**config.mk**
```make
export PLATFORM = sky130hd
export DESIGN_NAME = prb_sequencer
export DESIGN_NICKNAME = d
export VERILOG_FILES = /design/src/prb_pkg.sv /design/src/prb_tmr_if.sv /design/src/prb_sequencer.sv /design/src/prb_sync.sv /design/src/prb_timer.sv
export SDC_FILE = /design/constraint.sdc
export NUM_CORES = 1
export LEC_CHECK = 0
export BUFFER_PORTS_ARGS = -buffer_cell sky130_fd_sc_hd__buf_4
export CAP_MARGIN = 10
export CORE_ASPECT_RATIO = 1.25
export CORE_MARGIN = 10
export CORE_UTILIZATION = 50
export CTS_CLUSTER_DIAMETER = 50
export DETAILED_ROUTE_END_ITERATION = 8
export GPL_ROUTABILITY_DRIVEN = 0
export PLACE_DENSITY = 0.79
export SYNTH_ARGS = -nofsm -noshare
export SYNTH_HDL_FRONTEND = slang
export SYNTH_SLANG_ARGS = --single-unit
```
**constraint.sdc**
```tcl
create_clock -name mclk -period 5 [get_ports mclk]
set_input_delay 0.5 -clock mclk [delete_from_list [all_inputs] [get_ports mclk]]
set_output_delay 0.5 -clock mclk [all_outputs]
set_load 0.02 [all_outputs]
```
**src/prb_pkg.sv**
```systemverilog
package prb_pkg;

    // ==========================================================
    // Clock and timing
    localparam longint unsigned CLK_PERIOD_NS   = 5;
    localparam longint unsigned T_VPUT_20MS_NS  = 20_000_000;
    localparam longint unsigned T_VPUT_5MS_NS   = 5_000_000;
    localparam longint unsigned T_VPUT_100MS_NS = 100_000_000;
    localparam longint unsigned T_VPUT_2US_NS   = 2_000;
    localparam longint unsigned T_VRO_MIN_NS    = 600;
    localparam longint unsigned T_VRO_MAX_NS    = 750;
    localparam longint unsigned T_ROF_BASE_NS   = 25;
    localparam longint unsigned T_ROF_MAX_NS    = T_ROF_BASE_NS + CLK_PERIOD_NS;
    localparam longint unsigned ROR_CLK_COUNT   = 120;
    localparam longint unsigned T_ROR_MAX_NS    = T_ROF_MAX_NS + ROR_CLK_COUNT * CLK_PERIOD_NS;

    localparam int unsigned TMR_W = 25;
    localparam logic [TMR_W-1:0] VPUT_20MS_CYC  =
        TMR_W'((T_VPUT_20MS_NS + CLK_PERIOD_NS - 1) / CLK_PERIOD_NS);
    localparam logic [TMR_W-1:0] VPUT_5MS_CYC   =
        TMR_W'((T_VPUT_5MS_NS + CLK_PERIOD_NS - 1) / CLK_PERIOD_NS);
    localparam logic [TMR_W-1:0] VPUT_100MS_CYC =
        TMR_W'((T_VPUT_100MS_NS + CLK_PERIOD_NS - 1) / CLK_PERIOD_NS);
    localparam logic [TMR_W-1:0] VPUT_2US_CYC   =
        TMR_W'((T_VPUT_2US_NS + CLK_PERIOD_NS - 1) / CLK_PERIOD_NS);
    localparam logic [TMR_W-1:0] VRO_MIN_CYC    =
        TMR_W'((T_VRO_MIN_NS + CLK_PERIOD_NS - 1) / CLK_PERIOD_NS);
    localparam logic [TMR_W-1:0] VRO_MAX_CYC    = TMR_W'(T_VRO_MAX_NS / CLK_PERIOD_NS);
    localparam logic [TMR_W-1:0] ROF_MAX_CYC    = TMR_W'(T_ROF_MAX_NS / CLK_PERIOD_NS);
    localparam logic [TMR_W-1:0] ROR_MAX_CYC    = TMR_W'(T_ROR_MAX_NS / CLK_PERIOD_NS);

    // ==========================================================
    // Register map and fields
    localparam int unsigned ADDR_W = 12;
    localparam logic [ADDR_W-1:0] REG_PWR_CTRL      = 12'h03c;
    localparam logic [ADDR_W-1:0] REG_SLEEP_PREPARE = 12'h078;
    localparam logic [ADDR_W-1:0] REG_SLEEP_ENTRY   = 12'h07c;
    localparam logic [ADDR_W-1:0] REG_STATUS        = 12'h080;
    localparam int unsigned PWR_CTRL_W   = 4;
    localparam int unsigned PWR_VPUT_LSB = 2;
    localparam logic [PWR_CTRL_W-1:0] PWR_CTRL_RST = 4'h0;
    localparam int unsigned ST_FSM_LSB   = 0;
    localparam int unsigned ST_BOOT_LSB  = 8;
    localparam int unsigned ST_HWRST_BIT = 10;
    localparam int unsigned ST_PREP_BIT  = 11;
    localparam int unsigned ST_SLEEP_BIT = 12;
    localparam int unsigned ST_CRE_BIT   = 13;
    localparam logic [1:0] RESP_OKAY   = 2'h0;
    localparam logic [1:0] RESP_SLVERR = 2'h2;

    // ==========================================================
    // Boot
    localparam logic [31:0] BOOT_FETCH_VADDR = 32'hbfc0_0000;
    localparam logic [31:0] BOOT_FETCH_PADDR = 32'h1fc0_0000;

    typedef enum logic [1:0] {
        BOOT_ROM32  = 2'h0,
        BOOT_ROM16  = 2'h1,
        BOOT_SROM32 = 2'h2,
        BOOT_RSVD   = 2'h3
    } prb_boot_t;

    typedef enum logic [5:0] {
        ST_OFF    = 6'h01,
        ST_RAMP   = 6'h02,
        ST_HOLD   = 6'h04,
        ST_SETTLE = 6'h08,
        ST_RUN    = 6'h10,
        ST_SLEEP  = 6'h20
    } prb_state_t;

endpackage

```
**src/prb_tmr_if.sv**
```systemverilog
`timescale 1ns/1ps
interface prb_tmr_if;
    import prb_pkg::*;
    logic             start;
    logic [TMR_W-1:0] load;
    logic             done;
    modport ctl (output start, output load, input done);
    modport tmr (input start, input load, output done);
endinterface
```
**src/prb_sequencer.sv**
```systemverilog
`timescale 1ns/1ps
module prb_sequencer #(
    parameter logic [prb_pkg::TMR_W-1:0] VPUT_20MS_CYC  = prb_pkg::VPUT_20MS_CYC,
    parameter logic [prb_pkg::TMR_W-1:0] VPUT_5MS_CYC   = prb_pkg::VPUT_5MS_CYC,
    parameter logic [prb_pkg::TMR_W-1:0] VPUT_100MS_CYC = prb_pkg::VPUT_100MS_CYC
) (
    input  wire logic                        mclk,
    input  wire logic                        arst_n,
    input  wire logic [prb_pkg::ADDR_W-1:0]  s_axi_awaddr,
    input  wire logic                        s_axi_awvalid,
    output logic                             s_axi_awready,
    input  wire logic [31:0]                 s_axi_wdata,
    input  wire logic [3:0]                  s_axi_wstrb,
    input  wire logic                        s_axi_wvalid,
    output logic                             s_axi_wready,
    output logic [1:0]                       s_axi_bresp,
    output logic                             s_axi_bvalid,
    input  wire logic                        s_axi_bready,
    input  wire logic [prb_pkg::ADDR_W-1:0]  s_axi_araddr,
    input  wire logic                        s_axi_arvalid,
    output logic                             s_axi_arready,
    output logic [31:0]                      s_axi_rdata,
    output logic [1:0]                       s_axi_rresp,
    output logic                             s_axi_rvalid,
    input  wire logic                        s_axi_rready,
    input  wire logic                        io_power_good,
    input  wire logic                        reset_input_n,
    input  wire logic                        boot_type_select,
    input  wire logic                        boot_width_select,
    output logic                             core_regulator_enable,
    output logic                             reset_output_n,
    output prb_pkg::prb_boot_t               boot_mode,
    output logic                             static_chip_select_zero_en,
    output logic                             sync_memory_chip_select_zero_en,
    output logic [31:0]                      boot_fetch_vaddr,
    output logic [31:0]                      boot_fetch_paddr,
    output logic                             power_prepare,
    output logic                             sleep_active,
    output logic                             hw_reset_seen
);
    import prb_pkg::*;

    // ==========================================================
    // Pin synchronisation
    logic [3:0]       pins_s;
    logic             pg_s;
    logic             rin_s;
    logic [1:0]       boot_s;
    logic             pg_d;
    prb_state_t       st;
    prb_state_t       next_st;
    logic [PWR_CTRL_W-1:0] pwr_ctrl;
    logic             wr_prepare;
    logic             wr_sleep;
    prb_tmr_if        tmr_bus ();

    prb_sync #(.W(4)) u_sync (
        .mclk   (mclk),
        .arst_n (arst_n),
        .d      ({io_power_good, reset_input_n, boot_type_select, boot_width_select}),
        .q      (pins_s)
    );

    assign pg_s   = pins_s[3];
    assign rin_s  = pins_s[2];
    assign boot_s = pins_s[1:0];

    always_ff @(posedge mclk or negedge arst_n)
    begin
        if (!arst_n)
        begin
            pg_d  <= 1'b0;
        end
        else
        begin
            pg_d  <= pg_s;
        end
    end

    prb_timer u_timer (
        .mclk   (mclk),
        .arst_n (arst_n),
        .t      (tmr_bus)
    );

    function automatic logic [TMR_W-1:0] vput_cycles(input logic [1:0] code);
        case (code)
            2'h0:    vput_cycles = VPUT_20MS_CYC;
            2'h1:    vput_cycles = VPUT_5MS_CYC;
            2'h2:    vput_cycles = VPUT_100MS_CYC;
            default: vput_cycles = VPUT_2US_CYC;
        endcase
    endfunction

    // ==========================================================
    // Sequencer
    always_comb
    begin
        next_st = st;
        case (st)
            ST_OFF:    next_st = pg_s ? ST_RAMP : ST_OFF;
            ST_RAMP:   next_st = tmr_bus.done ? ST_HOLD : ST_RAMP;
            ST_HOLD:   next_st = rin_s ? ST_SETTLE : ST_HOLD;
            ST_SETTLE:
            begin
                if (!rin_s)
                    next_st = ST_HOLD;
                else if (tmr_bus.done)
                    next_st = ST_RUN;
            end
            ST_RUN:
            begin
                if (!rin_s)
                    next_st = ST_HOLD;
                else if (wr_sleep)
                    next_st = ST_SLEEP;
            end
            ST_SLEEP:
            begin
                if (!rin_s)
                    next_st = power_prepare ? ST_RAMP : ST_HOLD;
            end
            default:   next_st = ST_OFF;
        endcase
        if (!pg_s)
            next_st = ST_OFF;
    end

    always_ff @(posedge mclk or negedge arst_n)
    begin
        if (!arst_n)
            st <= ST_OFF;
        else
            st <= next_st;
    end

    // Timer starts on entry to the ramp and the settle states.
    always_ff @(posedge mclk or negedge arst_n)
    begin
        if (!arst_n)
        begin
            tmr_bus.start <= 1'b0;
            tmr_bus.load  <= '0;
        end
        else
        begin
            tmr_bus.start <= (next_st == ST_RAMP && st != ST_RAMP)
                          || (next_st == ST_SETTLE && st != ST_SETTLE);
            tmr_bus.load  <= (next_st == ST_RAMP)
                          ? vput_cycles(pwr_ctrl[PWR_VPUT_LSB +: 2])
                          : VRO_MIN_CYC;
        end
    end

    // Pin outputs follow the next state so they stand with the state.
    always_ff @(posedge mclk or negedge arst_n)
    begin
        if (!arst_n)
        begin
            core_regulator_enable <= 1'b0;
            reset_output_n        <= 1'b0;
            sleep_active          <= 1'b0;
        end
        else
        begin
            core_regulator_enable <= (next_st != ST_OFF)
                                  && !(next_st == ST_SLEEP && power_prepare);
            reset_output_n        <= (next_st == ST_RUN);
            sleep_active          <= (next_st == ST_SLEEP);
        end
    end

    // Hardware-reset marker: set on a power-good rise, cleared by a runtime reset.
    always_ff @(posedge mclk or negedge arst_n)
    begin
        if (!arst_n)
            hw_reset_seen <= 1'b0;
        else if (pg_s && !pg_d)
            hw_reset_seen <= 1'b1;
        else if (st == ST_RUN && !rin_s)
            hw_reset_seen <= 1'b0;
    end

    // Sleep preparation flag; a new write wins over the clear on wake.
    always_ff @(posedge mclk or negedge arst_n)
    begin
        if (!arst_n)
            power_prepare <= 1'b0;
        else if (wr_prepare)
            power_prepare <= 1'b1;
        else if ((st == ST_SLEEP && next_st != ST_SLEEP) || !pg_s)
            power_prepare <= 1'b0;
    end

    // Boot source is latched at each release of the reset input.
    always_ff @(posedge mclk or negedge arst_n)
    begin
        if (!arst_n)
        begin
            boot_mode                       <= BOOT_ROM32;
            static_chip_select_zero_en      <= 1'b0;
            sync_memory_chip_select_zero_en <= 1'b0;
            boot_fetch_vaddr                <= '0;
            boot_fetch_paddr                <= '0;
        end
        else if (st == ST_HOLD && rin_s)
        begin
            boot_mode                       <= prb_boot_t'(boot_s);
            static_chip_select_zero_en      <= !boot_s[1];
            sync_memory_chip_select_zero_en <= (boot_s == BOOT_SROM32);
            boot_fetch_vaddr                <= BOOT_FETCH_VADDR;
            boot_fetch_paddr                <= BOOT_FETCH_PADDR;
        end
    end

    // ==========================================================
    // Register bus
    logic                aw_got;
    logic                w_got;
    logic [ADDR_W-1:0]   aw_addr;
    logic [31:0]         w_data;
    logic [3:0]          w_strb;
    logic                do_write;

    assign do_write = aw_got && w_got && !s_axi_bvalid;

    always_ff @(posedge mclk or negedge arst_n)
    begin
        if (!arst_n)
        begin
            s_axi_awready <= 1'b1;
            s_axi_wready  <= 1'b1;
            aw_got        <= 1'b0;
            w_got         <= 1'b0;
            aw_addr       <= '0;
            w_data        <= '0;
            w_strb        <= '0;
            s_axi_bvalid  <= 1'b0;
            s_axi_bresp   <= RESP_OKAY;
        end
        else
        begin
            if (s_axi_awvalid && s_axi_awready)
            begin
                s_axi_awready <= 1'b0;
                aw_got        <= 1'b1;
                aw_addr       <= s_axi_awaddr;
            end
            if (s_axi_wvalid && s_axi_wready)
            begin
                s_axi_wready <= 1'b0;
                w_got        <= 1'b1;
                w_data       <= s_axi_wdata;
                w_strb       <= s_axi_wstrb;
            end
            if (do_write)
            begin
                s_axi_bvalid <= 1'b1;
                s_axi_bresp  <= (aw_addr == REG_PWR_CTRL || aw_addr == REG_SLEEP_PREPARE
                              || aw_addr == REG_SLEEP_ENTRY) ? RESP_OKAY : RESP_SLVERR;
            end
            if (s_axi_bvalid && s_axi_bready)
            begin
                s_axi_bvalid  <= 1'b0;
                aw_got        <= 1'b0;
                w_got         <= 1'b0;
                s_axi_awready <= 1'b1;
                s_axi_wready  <= 1'b1;
            end
        end
    end

    // Write side effects; the written data of both sleep registers is ignored.
    always_ff @(posedge mclk or negedge arst_n)
    begin
        if (!arst_n)
        begin
            wr_prepare <= 1'b0;
            wr_sleep   <= 1'b0;
        end
        else
        begin
            wr_prepare <= do_write && aw_addr == REG_SLEEP_PREPARE;
            wr_sleep   <= do_write && aw_addr == REG_SLEEP_ENTRY;
        end
    end

    // Power control survives a runtime reset and sleep, cleared when power good drops.
    always_ff @(posedge mclk or negedge arst_n)
    begin
        if (!arst_n)
            pwr_ctrl <= PWR_CTRL_RST;
        else if (!pg_s)
            pwr_ctrl <= PWR_CTRL_RST;
        else if (do_write && aw_addr == REG_PWR_CTRL && w_strb[0])
            pwr_ctrl <= w_data[PWR_CTRL_W-1:0];
    end

    always_ff @(posedge mclk or negedge arst_n)
    begin
        if (!arst_n)
        begin
            s_axi_arready <= 1'b1;
            s_axi_rvalid  <= 1'b0;
            s_axi_rdata   <= '0;
            s_axi_rresp   <= RESP_OKAY;
        end
        else if (s_axi_arvalid && s_axi_arready)
        begin
            s_axi_arready <= 1'b0;
            s_axi_rvalid  <= 1'b1;
            s_axi_rdata   <= '0;
            s_axi_rresp   <= RESP_OKAY;
            case (s_axi_araddr)
                REG_PWR_CTRL:      s_axi_rdata[PWR_CTRL_W-1:0] <= pwr_ctrl;
                REG_SLEEP_PREPARE: s_axi_rdata <= '0;
                REG_SLEEP_ENTRY:   s_axi_rdata <= '0;
                REG_STATUS:
                begin
                    s_axi_rdata[ST_FSM_LSB +: 6]  <= st;
                    s_axi_rdata[ST_BOOT_LSB +: 2] <= boot_mode;
                    s_axi_rdata[ST_HWRST_BIT]     <= hw_reset_seen;
                    s_axi_rdata[ST_PREP_BIT]      <= power_prepare;
                    s_axi_rdata[ST_SLEEP_BIT]     <= sleep_active;
                    s_axi_rdata[ST_CRE_BIT]       <= core_regulator_enable;
                end
                default:           s_axi_rresp <= RESP_SLVERR;
            endcase
        end
        else if (s_axi_rvalid && s_axi_rready)
        begin
            s_axi_rvalid  <= 1'b0;
            s_axi_arready <= 1'b1;
        end
    end

    // ==========================================================
    // Checks
    logic [TMR_W-1:0] ramp_cnt;
    logic [TMR_W-1:0] settle_cnt;

    always_ff @(posedge mclk or negedge arst_n)
    begin
        if (!arst_n)
        begin
            ramp_cnt   <= '0;
            settle_cnt <= '0;
        end
        else
        begin
            ramp_cnt   <= (st == ST_RAMP) ? ramp_cnt + TMR_W'(1) : '0;
            settle_cnt <= (st == ST_SETTLE) ? settle_cnt + TMR_W'(1) : '0;
        end
    end

    AST_PREPARE_SET: assert property (@(posedge mclk) disable iff (!arst_n)
        do_write && aw_addr == REG_SLEEP_PREPARE |-> ##2 power_prepare)
        else $error("Prepare write did not set the prepare flag.");
    AST_SLEEP_ENTRY: assert property (@(posedge mclk) disable iff (!arst_n)
        do_write && aw_addr == REG_SLEEP_ENTRY && st == ST_RUN && rin_s && pg_s
        ##1 (rin_s && pg_s) |-> ##[1:2] sleep_active)
        else $error("Sleep write did not enter sleep.");
    AST_CRE_AFTER_PG: assert property (@(posedge mclk) disable iff (!arst_n)
        $rose(core_regulator_enable) |-> $past(pg_s))
        else $error("Regulator enabled without power good.");
    AST_VPUT_WAIT: assert property (@(posedge mclk) disable iff (!arst_n)
        st == ST_RAMP && next_st == ST_HOLD |-> ramp_cnt >= vput_cycles(pwr_ctrl[3:2]))
        else $error("Core ramp left before the power-up time.");
    AST_VPUT_CLEAR: assert property (@(posedge mclk) disable iff (!arst_n)
        !pg_s |=> pwr_ctrl == PWR_CTRL_RST)
        else $error("Power control not cleared by hardware reset.");
    AST_HW_KIND: assert property (@(posedge mclk) disable iff (!arst_n)
        $rose(pg_s) |=> hw_reset_seen)
        else $error("Hardware reset not recognised.");
    AST_RT_KEEP: assert property (@(posedge mclk) disable iff (!arst_n)
        st == ST_RUN && !rin_s && pg_s |=> core_regulator_enable && !reset_output_n)
        else $error("Runtime reset dropped the regulator enable.");
    AST_VRO: assert property (@(posedge mclk) disable iff (!arst_n)
        $rose(reset_output_n) |-> $past(settle_cnt) >= VRO_MIN_CYC
        && $past(settle_cnt) <= VRO_MAX_CYC)
        else $error("Reset output released outside the settle window.");
    AST_ROF: assert property (@(posedge mclk) disable iff (!arst_n)
        $fell(rin_s) && reset_output_n |-> ##1 !reset_output_n)
        else $error("Reset output late after reset input fell.");
    AST_ROR: assert property (@(posedge mclk) disable iff (!arst_n)
        st == ST_HOLD && rin_s && pg_s ##1 (rin_s && pg_s)[*8]
        |-> ##[1:118] (reset_output_n || !rin_s || !pg_s || wr_sleep))
        else $error("Reset output late after reset input rose.");
    AST_BOOT_CS: assert property (@(posedge mclk) disable iff (!arst_n)
        st == ST_RUN |-> static_chip_select_zero_en == !boot_mode[1]
        && sync_memory_chip_select_zero_en == (boot_mode == BOOT_SROM32))
        else $error("Boot chip select does not match boot mode.");

    COV_BOOT_UP: cover property (@(posedge mclk) disable iff (!arst_n)
        $rose(reset_output_n) && hw_reset_seen);
    COV_RUNTIME: cover property (@(posedge mclk) disable iff (!arst_n)
        $rose(reset_output_n) && !hw_reset_seen);
    COV_SLEEP: cover property (@(posedge mclk) disable iff (!arst_n)
        $rose(sleep_active) && power_prepare);
endmodule // prb_sequencer

```
**src/prb_sync.sv**
```systemverilog
`timescale 1ns/1ps
module prb_sync #(
    parameter int unsigned W = 1
) (
    input  wire logic         mclk,
    input  wire logic         arst_n,
    input  wire logic [W-1:0] d,
    output logic      [W-1:0] q
);
    logic [W-1:0] meta;

    always_ff @(posedge mclk or negedge arst_n)
    begin
        if (!arst_n)
        begin
            meta <= '0;
            q    <= '0;
        end
        else
        begin
            meta <= d;
            q    <= meta;
        end
    end
endmodule // prb_sync

```
**src/prb_timer.sv**
```systemverilog
`timescale 1ns/1ps
module prb_timer (
    input wire logic mclk,
    input wire logic arst_n,
    prb_tmr_if.tmr   t
);
    import prb_pkg::*;

    logic [TMR_W-1:0] cnt;
    logic             busy;

    // A new start always reloads, so a stale count never fires.
    always_ff @(posedge mclk or negedge arst_n)
    begin
        if (!arst_n)
        begin
            cnt    <= '0;
            busy   <= 1'b0;
            t.done <= 1'b0;
        end
        else if (t.start)
        begin
            cnt    <= t.load;
            busy   <= 1'b1;
            t.done <= 1'b0;
        end
        else if (busy && cnt <= TMR_W'(1))
        begin
            busy   <= 1'b0;
            t.done <= 1'b1;
        end
        else
        begin
            cnt    <= busy ? cnt - TMR_W'(1) : cnt;
            t.done <= 1'b0;
        end
    end
endmodule // prb_timer

```
### Word level (Yosys, flattened, before mapping)

Index checks and enable logic that the tools add are counted.

| word-level totals | value |
|---|---|
| bits in registers | 125 |
| latch bits | 0 |
| bits in writable memories | 0 |
| bits in read-only memories | 0 |
| bits of input ports | 71 |
| output and inout port bits | 114 |
| word-level logic and storage cells | 148 |
| memories kept | 0 |

| operators by class | value |
|---|---|
| add/subtract/negate cells | 1 |
| multiply operators | 0 |
| div/mod/pow operators | 0 |
| order comparisons | 1 |
| eq/ne operators | 26 |
| shift-type cells | 0 |
| muxes and demuxes | 44 |
| bitwise operators | 0 |
| reduce and logical (&&, ||, !) cells | 41 |

Operators by type and width:

| operator | count |
|---|---|
| 25-bit two-way mux | 4 |
| 25-bit one-hot mux with 3 select lines | 1 |
| 12-bit by 7-bit == test with 1-bit output (second input constant) | 4 |
| 6-bit two-way mux | 7 |
| 6-bit one-hot mux with 6 select lines | 1 |
| 25-bit by 1-bit less-or-equal comparator with 1-bit output (second input constant) | 1 |
| 25-bit by 1-bit subtractor with 25-bit output (second input constant) | 1 |
| 12-bit by 6-bit == test with 1-bit output (second input constant) | 2 |
| 1-bit two-way mux | 22 |
| 1-bit logical AND | 20 |
| 2-bit nonzero test | 8 |
| 12-bit by 8-bit == test with 1-bit output (second input constant) | 1 |
| 6-bit by 2-bit == test with 1-bit output (second input constant) | 2 |
| 6-bit by 4-bit == test with 1-bit output (second input constant) | 2 |
| 6-bit by 5-bit == test with 1-bit output (second input constant) | 2 |
| 6-bit == test (second input constant) | 2 |
| 4-bit two-way mux | 3 |
| 4-bit one-hot mux with 2 select lines | 1 |
| 6-bit by 1-bit == test with 1-bit output (second input constant) | 1 |
| 6-bit by 3-bit == test with 1-bit output (second input constant) | 1 |
| 1-bit logical NOT | 6 |
| 2-bit two-way mux | 3 |
| 3-bit two-way mux | 2 |
| 6-bit by 1-bit inequality test with 1-bit output (second input constant) | 1 |
| 10 further kinds | 15 |

### Logic depth before layout (Yosys ltp)

Gate-level depths: netlist (run 1).

| logic depth | value |
|---|---|
| depth after elaboration | 9 |
| gate-level depth with buffers | 8 |
| mapped depth without buffers | 7 |

### By module

Synthesis (run 1) repeated with hierarchy kept, for this count alone.

| unflattened totals | value |
|---|---|
| cell total of the unflattened synthesis | 526 |
| area, all modules | 5566.6 um^2 |

Modules (own cells, without submodules):

| module | instances | cells an instance | area an instance (um^2) |
|---|---|---|---|
| prb_sequencer | 1 | 334 | 3673.5 |
| prb_timer | 1 | 184 | 1692.9 |
| prb_sync | 1 | 8 | 200.2 |

### Least setup slack after synthesis (run 1)

Ideal clock, no wire load.

| path | value |
|---|---|
| path kind | reg2reg |
| start point | register u_timer.cnt[0] |
| end point | register u_timer.cnt[22] |
| data arrival time | 2.093 ns |
| data required time | 4.922 ns |
| setup slack | 2.830 ns |
| cell stages (with the launch flop) | 8 |
| buffers on the path | 0 |
| cell sequence | dfrtp_1 > inv_1 > ha_1 > or4b_1 > nor4_4 > nand3_2 > or4_1 > a21oi_1 |

| between the ends | value |
|---|---|
| cells in the longest elaborated chain, start to end | 4 |

RTL lines:

| what | line | source |
|---|---|---|
| start, declared | prb_timer.sv:9 | `logic [TMR_W-1:0] cnt;` |
| start signal, assigned | prb_timer.sv:23 | `cnt <= t.load;` |
| start signal, assigned | prb_timer.sv:34 | `cnt <= busy ? cnt - TMR_W'(1) : cnt;` |
| 25-bit by 1-bit subtractor with 25-bit output or 25-bit by 1-bit less-or-equal comparator with 1-bit output (tied branches) | prb_timer.sv:34, prb_timer.sv:27 |  |
| 25-bit two-way mux or 1-bit logical AND (tied branches) | prb_timer.sv:34, prb_timer.sv:27 |  |
| 25-bit two-way mux or 2-bit inequality test (tied branches) | - |  |
| 25-bit two-way mux or 2-bit AND reduction (tied branches) | - |  |

Parallel ways exist; a longest one is shown, timed or not. The select of a mux whose other input is x is not followed.
A chain may end at the register's enable or synchronous reset.

### Final worst setup path (run 1)

| path | value |
|---|---|
| start point | register tmr_bus.start |
| end point | register u_timer.cnt[8] |

| between the ends | value |
|---|---|
| cells in the longest elaborated chain, start to end | 2 |

RTL lines:

| what | line | source |
|---|---|---|
| start, declared | prb_tmr_if.sv:4 | `logic start;` |
| start signal, assigned | prb_sequencer.sv:147 | `tmr_bus.start <= (next_st == ST_RAMP && st != ST_RAMP)` |
| 2-bit inequality test (no source line) or 2-bit nonzero test (tied branches) | - |  |
| 2-bit AND reduction (no source line) | - |  |

Parallel ways exist; a longest one is shown, timed or not.

==> results.sh, run 1 <==
export IMPL_area_delta_synth_final_pct=11.0
export IMPL_post_synth_num_cell_types=67
export IMPL_rr_worst_depth=5
export IMPL_final_number_of_max_transition_violations=0
export IMPL_ir_drop_mv=0.266
export IMPL_dieWidth_um=114
export IMPL_detailedRoute_firstPassIterationCount=5
export IMPL_dieHeight_um=137
export IMPL_ys_warn_count=0
export IMPL_avgSynthCellArea_um2=9.90
export IMPL_post_syn_instances=557
export IMPL_finalSetupViolations=0
export IMPL_yosys_mux_area_fraction_pct=4.76
export IMPL_worst_endpoint_required_ns=5.23
export IMPL_cts_root_buf="sky130_fd_sc_hd__clkbuf_16"
export IMPL_vias_in_the_first_global_route=4134
export IMPL_synth_ff_latch_count=107
export IMPL_yosys_area_top_type="sky130_fd_sc_hd__dfrtp_1"
export IMPL_final_period_utilization_pct=59.7
export IMPL_placementRows=42
export IMPL_regToRegStartpoint="tmr_bus.start"
export IMPL_overall_track_demand_over_capacity_in_global_routing_pct=16.0
export IMPL_area_occupied_by_multi_input_gates_um2=2270
export IMPL_grt_pass1_wl_um=20800
export IMPL_timing_reg2reg_setup_slack_ns=2.02
export IMPL_final_setup_worst_slack_ns=2.02
export IMPL_clk_insertion_delay_late_ns=0.35
export IMPL_p_per_area_nw_per_um2=453
export IMPL_worstHoldStart="boot_type_select"
export IMPL_cts_repair_timing_setup_buffer_count=0
export IMPL_synthesis_area_um2=5520
export IMPL_preCtsSetupSlack_ns=2.17
export IMPL_buffer_ports_inserted=83
export IMPL_path_max_fanout=34
export IMPL_proportion_of_synthesized_chip_area_in_sequential_cells_pct=48.6
export IMPL_clkSinkCount=107
export IMPL_hold_path_endpoint="u_sync.meta[1]"
export IMPL_core_area_um2=10700
export IMPL_hold_path_class="input port to register"
export IMPL_post_synth_and_or_nand_nor_area_fraction_pct=17.9
export IMPL_total_power_mw=2.77
export IMPL_grt_antenna_before_repair=0
export IMPL_layout_core_utilization_pct=57.4
export IMPL_fin_skew_ns=0.00971
export IMPL_avgViaCountPerCell=5.40
export IMPL_worst_setup_path_end_kind="register"
export IMPL_finalInstanceArea_um2=6120
export IMPL_area_of_the_die_um2=15700
export IMPL_cts_root_to_sink_buffers=2
export IMPL_floorplan_initialDensity_pct=51.7
export IMPL_h_tree_levels=3
export IMPL_post_synth_fa_ha_maj_area_fraction_pct=0.454
export IMPL_cp_data_arrival_time_ns=3.22
export IMPL_leading_post_synthesis_cells_by_cell_area="sky130_fd_sc_hd__dfrtp_1, sky130_fd_sc_hd__buf_4, sky130_fd_sc_hd__o21ai_0"
export IMPL_timing_final_crit_period_ns=2.98
export IMPL_setup_total_negative_slack_ns=0
export IMPL_final_report_hold_violation_count=0
export IMPL_overflow=0
export IMPL_post_dp_cell_area_um2=5830
export IMPL_ant_nets=0
export IMPL_critical_path_reg2reg_endpoint="u_timer.cnt[8]"
export IMPL_drive_above_1_share_pct=20.9
export IMPL_drt_wl_total_um=12600
export IMPL_async_reset_ff_share_pct=100
export IMPL_criticalPathCategory="register to register"
export IMPL_synth_xor_xnor_area_share_pct=0.318
export IMPL_clkSlewWorstSetupHoldPaths_ns=0.07
export IMPL_synth_top_family_by_area="simple AND/OR/NAND/NOR gates"
export IMPL_drc=0
export IMPL_tightestPinTransition_ns=1.06
export IMPL_fill_cells=890
export IMPL_antenna_cells_inserted=0
export IMPL_synth_top_cell_area_share_pct=46.7
export IMPL_rsz0062_at_grt="false"
export IMPL_routed_via_count=4071
export IMPL_nNetsFinal=690
export IMPL_relSlewSlack_pct=29.2
export IMPL_yosys_most_used_dff="sky130_fd_sc_hd__dfrtp_1"
export IMPL_tritoncts_num_buffers=9
export IMPL_synth_compound_gate_area_share_pct=13.0
export IMPL_post_cts_hold_buffer_count=0
export IMPL_cts_tree="yes"
export IMPL_seq_area_um2=2680
export IMPL_max_cap_viol_count=0
export IMPL_synth_enable_flop_cells=0
export IMPL_top_level_ports=185
export IMPL_worstSetupStartpointType="register"
export IMPL_post_dp_hpwl_um=9370
export IMPL_violation_count_after_the_first_detailed_routing_iteration=223
export IMPL_largest_net_degree_at_the_start_of_global_routing=77
export IMPL_max_clock_freq_ghz=0.335
export IMPL_number_of_cells_upsized_or_downsized_after_cts=0
export IMPL_worst_hold_path_num_cells=1
export IMPL_status="finished clean"
export IMPL_leakage_component_of_the_power_nw=2.88
export IMPL_wl_per_cell_um=16.7
==> synthesized netlist by cell type, types with 4 or more instances <==
cell type                    n
sky130_fd_sc_hd__nand4_1     6
sky130_fd_sc_hd__a21oi_1    27
sky130_fd_sc_hd__a31oi_1     4
sky130_fd_sc_hd__nand3_1    12
sky130_fd_sc_hd__a22oi_1     4
sky130_fd_sc_hd__nor4_1      7
sky130_fd_sc_hd__mux2_2     17
sky130_fd_sc_hd__nor3_1      9
sky130_fd_sc_hd__nand2b_1    7
sky130_fd_sc_hd__nor3b_1     4
sky130_fd_sc_hd__o21ai_1     5
sky130_fd_sc_hd__and3_1      6
sky130_fd_sc_hd__o31ai_1     4
sky130_fd_sc_hd__or3_1       6
sky130_fd_sc_hd__dfrtp_1   103
sky130_fd_sc_hd__nor4b_1     6
sky130_fd_sc_hd__nor2_1     39
sky130_fd_sc_hd__dfstp_2     4
sky130_fd_sc_hd__clkbuf_1   13
sky130_fd_sc_hd__o211a_1     4
sky130_fd_sc_hd__inv_1      22
sky130_fd_sc_hd__or4_1       4
sky130_fd_sc_hd__buf_4      85
sky130_fd_sc_hd__o21ai_0    39
sky130_fd_sc_hd__mux2i_1     6
sky130_fd_sc_hd__nand2_1    52
==> report_power, final <==
| part | internal (mW) | switching [mW] |
|---|---|---|
| combinational | 0.324 | 0.434 |
| clock | 0.389 | 0.310 |
| sequential | 1.08 | 0.230 |
==> layout by cell type, fill, tap and decap left out, types with 5 or more instances in the layout <==
master,count
sky130_fd_sc_hd__a21oi_1,27
sky130_fd_sc_hd__and3_1,6
sky130_fd_sc_hd__buf_4,84
sky130_fd_sc_hd__clkbuf_16,9
sky130_fd_sc_hd__conb_1,70
sky130_fd_sc_hd__dfrtp_1,103
sky130_fd_sc_hd__inv_1,22
sky130_fd_sc_hd__mux2_2,17
sky130_fd_sc_hd__mux2i_1,6
sky130_fd_sc_hd__nand2_1,52
sky130_fd_sc_hd__nand2b_1,7
sky130_fd_sc_hd__nand3_1,12
sky130_fd_sc_hd__nand4_1,6
sky130_fd_sc_hd__nor2_1,39
sky130_fd_sc_hd__nor3_1,9
sky130_fd_sc_hd__nor4_1,7
sky130_fd_sc_hd__nor4b_1,6
sky130_fd_sc_hd__o21ai_0,39
sky130_fd_sc_hd__o21ai_1,5
sky130_fd_sc_hd__or3_1,6
==> layout make-up <==
type                       count  area share [%]
multi-input combinational    393            37.0
inverter                      22            1.35
tap                          132            2.70
clock buffer                  10            3.74
clock inverter                 6            1.08
timing repair buffer          84            10.3
sequential                   107            43.8
==> cells by family (layout without fill, tap and decap cells) <==
kind of cell | count (synthesis) | after routing
muxes | 24 | 24
AOI/OAI and AO/OA | 115 | 115
xor gates and xnor gates | 2 | 2
buffers and inverters | 126 | 122
and+or+nand+nor | 180 | 180
other | 1 | 70
adders and majority gates | 2 | 2
DFF | 107 | 107
==> per-stage QoR <==
step / std cells / hold WS, ns
finish: 754 / 0.258
global placement: 738 / 0.334
detailed placement: 738 / 0.335
CTS: 754 / 0.250
floorplan: 626 / 0.204
global route: 754 / 0.246
==> worst max-delay path: stages, from the launching register on <==
cell                      delay (ns)
sky130_fd_sc_hd__dfrtp_1        0.77
sky130_fd_sc_hd__nor3b_1        0.49
sky130_fd_sc_hd__nand3_1        0.21
sky130_fd_sc_hd__o22ai_2        0.84
sky130_fd_sc_hd__a21oi_1        0.28
sky130_fd_sc_hd__a22o_1         0.28
==> state kept, by name, indices dropped and copies added, names as in the netlist, 2 cells and up <==
| register | flops |
|---|---|
| u_sync.q | 4 |
| u_sync.meta | 4 |
| boot_mode | 2 |
| pwr_ctrl | 4 |
| w_data | 4 |
| st | 6 |
| u_timer.cnt | 25 |
| s_axi_rdata | 12 |
| aw_addr | 12 |
| tmr_bus.load | 10 |
==> layer usage <==
| layer | track usage (%) | part of all wire (%) | vias to the layer above |
|---|---|---|---|
| met5 | 0 | 0 | - |
| met4 | 5.37 | 1.3 | 0 |
| met3 | 3.96 | 5.7 | 14 |
| met2 | 29.6 | 56 | 150 |
| met1 | 17.3 | 37 | 1980 |
| li1 | - | - | 1927 |
==> how the worst max path moves through the flow <==
stage,startpoint,endpoint,cells after the start
after CTS,tmr_bus.start,u_timer.cnt[8],5
after floorplan,u_timer.cnt[0],u_timer.cnt[22],7
after global routing,tmr_bus.start,u_timer.cnt[8],5
after detailed placement,tmr_bus.start,u_timer.cnt[8],5
after global placement,tmr_bus.start,u_timer.cnt[8],5
final,tmr_bus.start,u_timer.cnt[8],5
No activity file was read; power rests on OpenSTA's default activity.
==> run 2, diff against run 1 <==
--- a/config.mk
+++ b/config.mk
@@ -5,15 +5,16 @@
 export SDC_FILE = /design/constraint.sdc
 export NUM_CORES = 1
 export LEC_CHECK = 0
+export ABC_AREA = 1
 export BUFFER_PORTS_ARGS = -buffer_cell sky130_fd_sc_hd__buf_4
 export CAP_MARGIN = 10
 export CORE_ASPECT_RATIO = 1.25
 export CORE_MARGIN = 10
-export CORE_UTILIZATION = 50
+export CORE_UTILIZATION = 47
 export CTS_CLUSTER_DIAMETER = 50
 export DETAILED_ROUTE_END_ITERATION = 8
 export GPL_ROUTABILITY_DRIVEN = 0
-export PLACE_DENSITY = 0.79
+export PLACE_DENSITY = 0.77
 export SYNTH_ARGS = -nofsm -noshare
 export SYNTH_HDL_FRONTEND = slang
 export SYNTH_SLANG_ARGS = --single-unit
==> constraint.sdc (replaced) <==
create_clock -name mclk -period 2.55 [get_ports mclk]
set_input_delay 0.255 -clock mclk [delete_from_list [all_inputs] [get_ports mclk]]
set_output_delay 0.255 -clock mclk [all_outputs]
set_load 0.02 [all_outputs]
==> run 2 against run 1 <==
  * Critical path depth grew 5
  * Clock skew grew 0.0014 ns
  * Highest routed layer unchanged
  * Maximum frequency grew 69%
  * Routed wire length is 11% higher
  * Largest cell class unchanged
  * Sequential share of layout area shrank 4.3 points
  * Largest power group unchanged
==> results.sh, run 2 <==
export IMPL_final_report_hold_violation_count=0
export IMPL_relSlewSlack_pct=58.8
export IMPL_grt_pass1_wl_um=22900
export IMPL_grt_antenna_before_repair=0
export IMPL_yosys_mux_area_fraction_pct=0
export IMPL_buffer_ports_inserted=83
export IMPL_cts_root_to_sink_buffers=2
export IMPL_route_top_layer_used="met4"
export IMPL_h_tree_levels=3
export IMPL_synth_top_cells_by_count="sky130_fd_sc_hd__nand2_1, sky130_fd_sc_hd__dfrtp_1, sky130_fd_sc_hd__buf_4"
export IMPL_area_of_the_die_um2=17800
export IMPL_routed_via_count=4927
export IMPL_post_dp_cell_area_um2=6430
export IMPL_ant_nets=0
export IMPL_fin_skew_ns=0.0111
export IMPL_fill_cells=1191
export IMPL_tightestPinTransition_ns=0.614
export IMPL_finalInstanceArea_um2=6790
export IMPL_finalSetupViolations=0
export IMPL_area_delta_synth_final_pct=12.9
export IMPL_overflow=0
export IMPL_synth_ff_latch_count=107
export IMPL_antenna_cells_inserted=0
export IMPL_cts_tree="yes"
export IMPL_worstHoldStart="s_axi_awvalid"
export IMPL_drc=0
export IMPL_biggestRegsByFlops="u_timer.cnt (25), aw_addr (12), s_axi_rdata (12)"
export IMPL_final_setup_worst_slack_ns=0.788
export IMPL_floorplan_initialDensity_pct=47.7
export IMPL_avgSynthCellArea_um2=7.66
export IMPL_core_area_um2=12600
export IMPL_synth_compound_gate_area_share_pct=4.66
export IMPL_largest_net_degree_at_the_start_of_global_routing=108
export IMPL_largest_register="u_timer.cnt"
export IMPL_dieHeight_um=147
export IMPL_clkSinkCount=107
export IMPL_rr_worst_depth=10
export IMPL_criticalPathCategory="register to register"
export IMPL_met1_routed_length_um=5450
export IMPL_worst_endpoint_required_ns=2.84
export IMPL_hold_path_endpoint="s_axi_awready"
export IMPL_worstSetupStartpointType="register"
export IMPL_layout_core_utilization_pct=53.9
export IMPL_clkSlewWorstSetupHoldPaths_ns=0.08
export IMPL_max_clock_freq_ghz=0.567
export IMPL_status="finished clean"
export IMPL_violation_count_after_the_first_detailed_routing_iteration=272
export IMPL_detailedRoute_firstPassIterationCount=5
export IMPL_largest_register_ff_count=25
export IMPL_cp_data_arrival_time_ns=2.05
export IMPL_synth_most_common_cell="sky130_fd_sc_hd__nand2_1"
export IMPL_post_synth_fa_ha_maj_area_fraction_pct=0.416
export IMPL_dieWidth_um=121
export IMPL_p_per_area_nw_per_um2=910
export IMPL_area_occupied_by_multi_input_gates_um2=2580
export IMPL_seq_area_um2=2680
export IMPL_yosys_area_top_type="sky130_fd_sc_hd__dfrtp_1"
export IMPL_top_level_ports=185
export IMPL_worst_hold_path_num_cells=2
export IMPL_worst_setup_path_end_kind="register"
export IMPL_ir_drop_mv=0.512
export IMPL_timing_final_crit_period_ns=1.76
export IMPL_wl_per_cell_um=13.5
export IMPL_synthesis_area_um2=6020
export IMPL_nNetsFinal=931
export IMPL_hold_path_class="input port to register"
export IMPL_vias_in_the_first_global_route=4778
export IMPL_regToRegStartpoint="u_timer.cnt[0]"
export IMPL_setup_total_negative_slack_ns=0
export IMPL_ys_warn_count=0
export IMPL_synth_enable_flop_cells=0
export IMPL_tritoncts_num_buffers=9
export IMPL_proportion_of_synthesized_chip_area_in_sequential_cells_pct=44.6
export IMPL_critical_path_reg2reg_endpoint="u_timer.cnt[22]"
export IMPL_leading_post_synthesis_cells_by_cell_area="sky130_fd_sc_hd__dfrtp_1, sky130_fd_sc_hd__nand2_1, sky130_fd_sc_hd__buf_4"
export IMPL_avgViaCountPerCell=4.78
export IMPL_final_number_of_max_transition_violations=0
export IMPL_cts_root_buf="sky130_fd_sc_hd__clkbuf_16"
export IMPL_max_cap_viol_count=0
export IMPL_detailed_routed_wire_length_on_met3_um=840
export IMPL_final_period_utilization_pct=69.1
export IMPL_drive_above_1_share_pct=16.9
export IMPL_preCtsSetupSlack_ns=0.798
export IMPL_post_synth_num_cell_types=38
export IMPL_mostFrequentLayoutCell="sky130_fd_sc_hd__nand2_1"
export IMPL_drt_wl_total_um=14000
export IMPL_timing_reg2reg_setup_slack_ns=0.79
export IMPL_layout_common_cells="sky130_fd_sc_hd__nand2_1, sky130_fd_sc_hd__dfrtp_1, sky130_fd_sc_hd__buf_4"
export IMPL_async_reset_ff_share_pct=100
export IMPL_rsz0062_at_grt="false"
export IMPL_overall_track_demand_over_capacity_in_global_routing_pct=15.5
export IMPL_synth_top_family_by_area="simple AND/OR/NAND/NOR gates"
export IMPL_routed_wl_met2_um=7430
export IMPL_synth_top_cell_area_share_pct=42.8
export IMPL_clk_insertion_delay_late_ns=0.35
export IMPL_post_syn_instances=785
export IMPL_path_max_fanout=7
export IMPL_yosys_most_used_dff="sky130_fd_sc_hd__dfrtp_1"
export IMPL_leakage_component_of_the_power_nw=3.63
export IMPL_post_dp_hpwl_um=10400
export IMPL_whs_ns=0.0577
export IMPL_post_synth_and_or_nand_nor_area_fraction_pct=33.0
export IMPL_placementRows=46
export IMPL_synth_xor_xnor_area_share_pct=0.437
run 2: cell types whose count changed after synthesis, moves of 7 or more:
cell                       before  now
sky130_fd_sc_hd__inv_1         22   74
sky130_fd_sc_hd__nand3_1       12   82
sky130_fd_sc_hd__clkbuf_1      13    5
sky130_fd_sc_hd__nand2_1       52  228
sky130_fd_sc_hd__mux2_2        17    0
sky130_fd_sc_hd__nand4_1        6   14
sky130_fd_sc_hd__nor2_1        39   78
sky130_fd_sc_hd__nand2b_1       7    0
sky130_fd_sc_hd__nor2_2         0   11
sky130_fd_sc_hd__a21oi_1       27    5
sky130_fd_sc_hd__nand2_2        0    8
sky130_fd_sc_hd__o21ai_0       39   23
run 2: cell type report:
cell class	instances	area share (%)
inverter	79	4.36
clock buffer	9	3.31
multi-input combinational	569	38.0
tap	168	3.09
sequential	107	39.5
timing repair buffer	92	10.5
clock inverter	7	1.23
run 2: worst max-delay path: stages, from the launching register on:
cell,delay [ns]
sky130_fd_sc_hd__dfrtp_1,0.45
sky130_fd_sc_hd__inv_1,0.14
sky130_fd_sc_hd__ha_1,0.28
sky130_fd_sc_hd__nand2_2,0.15
sky130_fd_sc_hd__nor2_4,0.22
sky130_fd_sc_hd__inv_1,0.06
sky130_fd_sc_hd__o21bai_1,0.13
sky130_fd_sc_hd__nand2_1,0.06
sky130_fd_sc_hd__nor2_1,0.08
sky130_fd_sc_hd__nand2_1,0.05
sky130_fd_sc_hd__nand2_1,0.06
run 2: worst max-delay path by stage:
stage               slack, ns      startpoint  cells after the start         endpoint
floorplan                1.03  u_timer.cnt[0]                     11  u_timer.cnt[10]
detailed placement       0.80  u_timer.cnt[0]                      9  u_timer.cnt[16]
CTS                      0.79  u_timer.cnt[0]                     10  u_timer.cnt[22]
finish                   0.79  u_timer.cnt[0]                     10  u_timer.cnt[22]
global placement         0.85  u_timer.cnt[0]                      9  u_timer.cnt[14]
global route             0.63  u_timer.cnt[0]                     10  u_timer.cnt[22]
run 2: power breakdown:
| part | switching [mW] | internal (mW) |
|---|---|---|
| Combinational | 1.41 | 0.748 |
| Clock | 0.728 | 0.714 |
| Sequential | 0.434 | 2.15 |
| Total | 2.57 | 3.61 |
run 2: what timing repair did:
item	4_1_cts	5_1_grt
hold endpoints to repair	36	0
hold buffers	5	0
resized for setup	0	0
buffers inserted	0	0
run 2: cell families after synthesis:
group | Yosys count
flops | 107
compound gates | 46
simple gates | 448
xor+xnor | 3
other cells | 1
buf+inv | 178
fa+ha+maj | 2
run 2: per-stage QoR:
step | cells | total power, mW
after floorplan | 854 | 4.22
after global placement | 1010 | 4.68
after detailed placement | 1010 | 4.75
after CTS | 1031 | 6.21
after global routing | 1031 | 6.65
final | 1031 | 6.18
run 2: metal layers:
layer	vias to the layer above	track usage, %
met4	0	5.08
met5	-	0
met3	21	3.94
met1	2306	17.5
met2	132	27.3
li1	2468	-
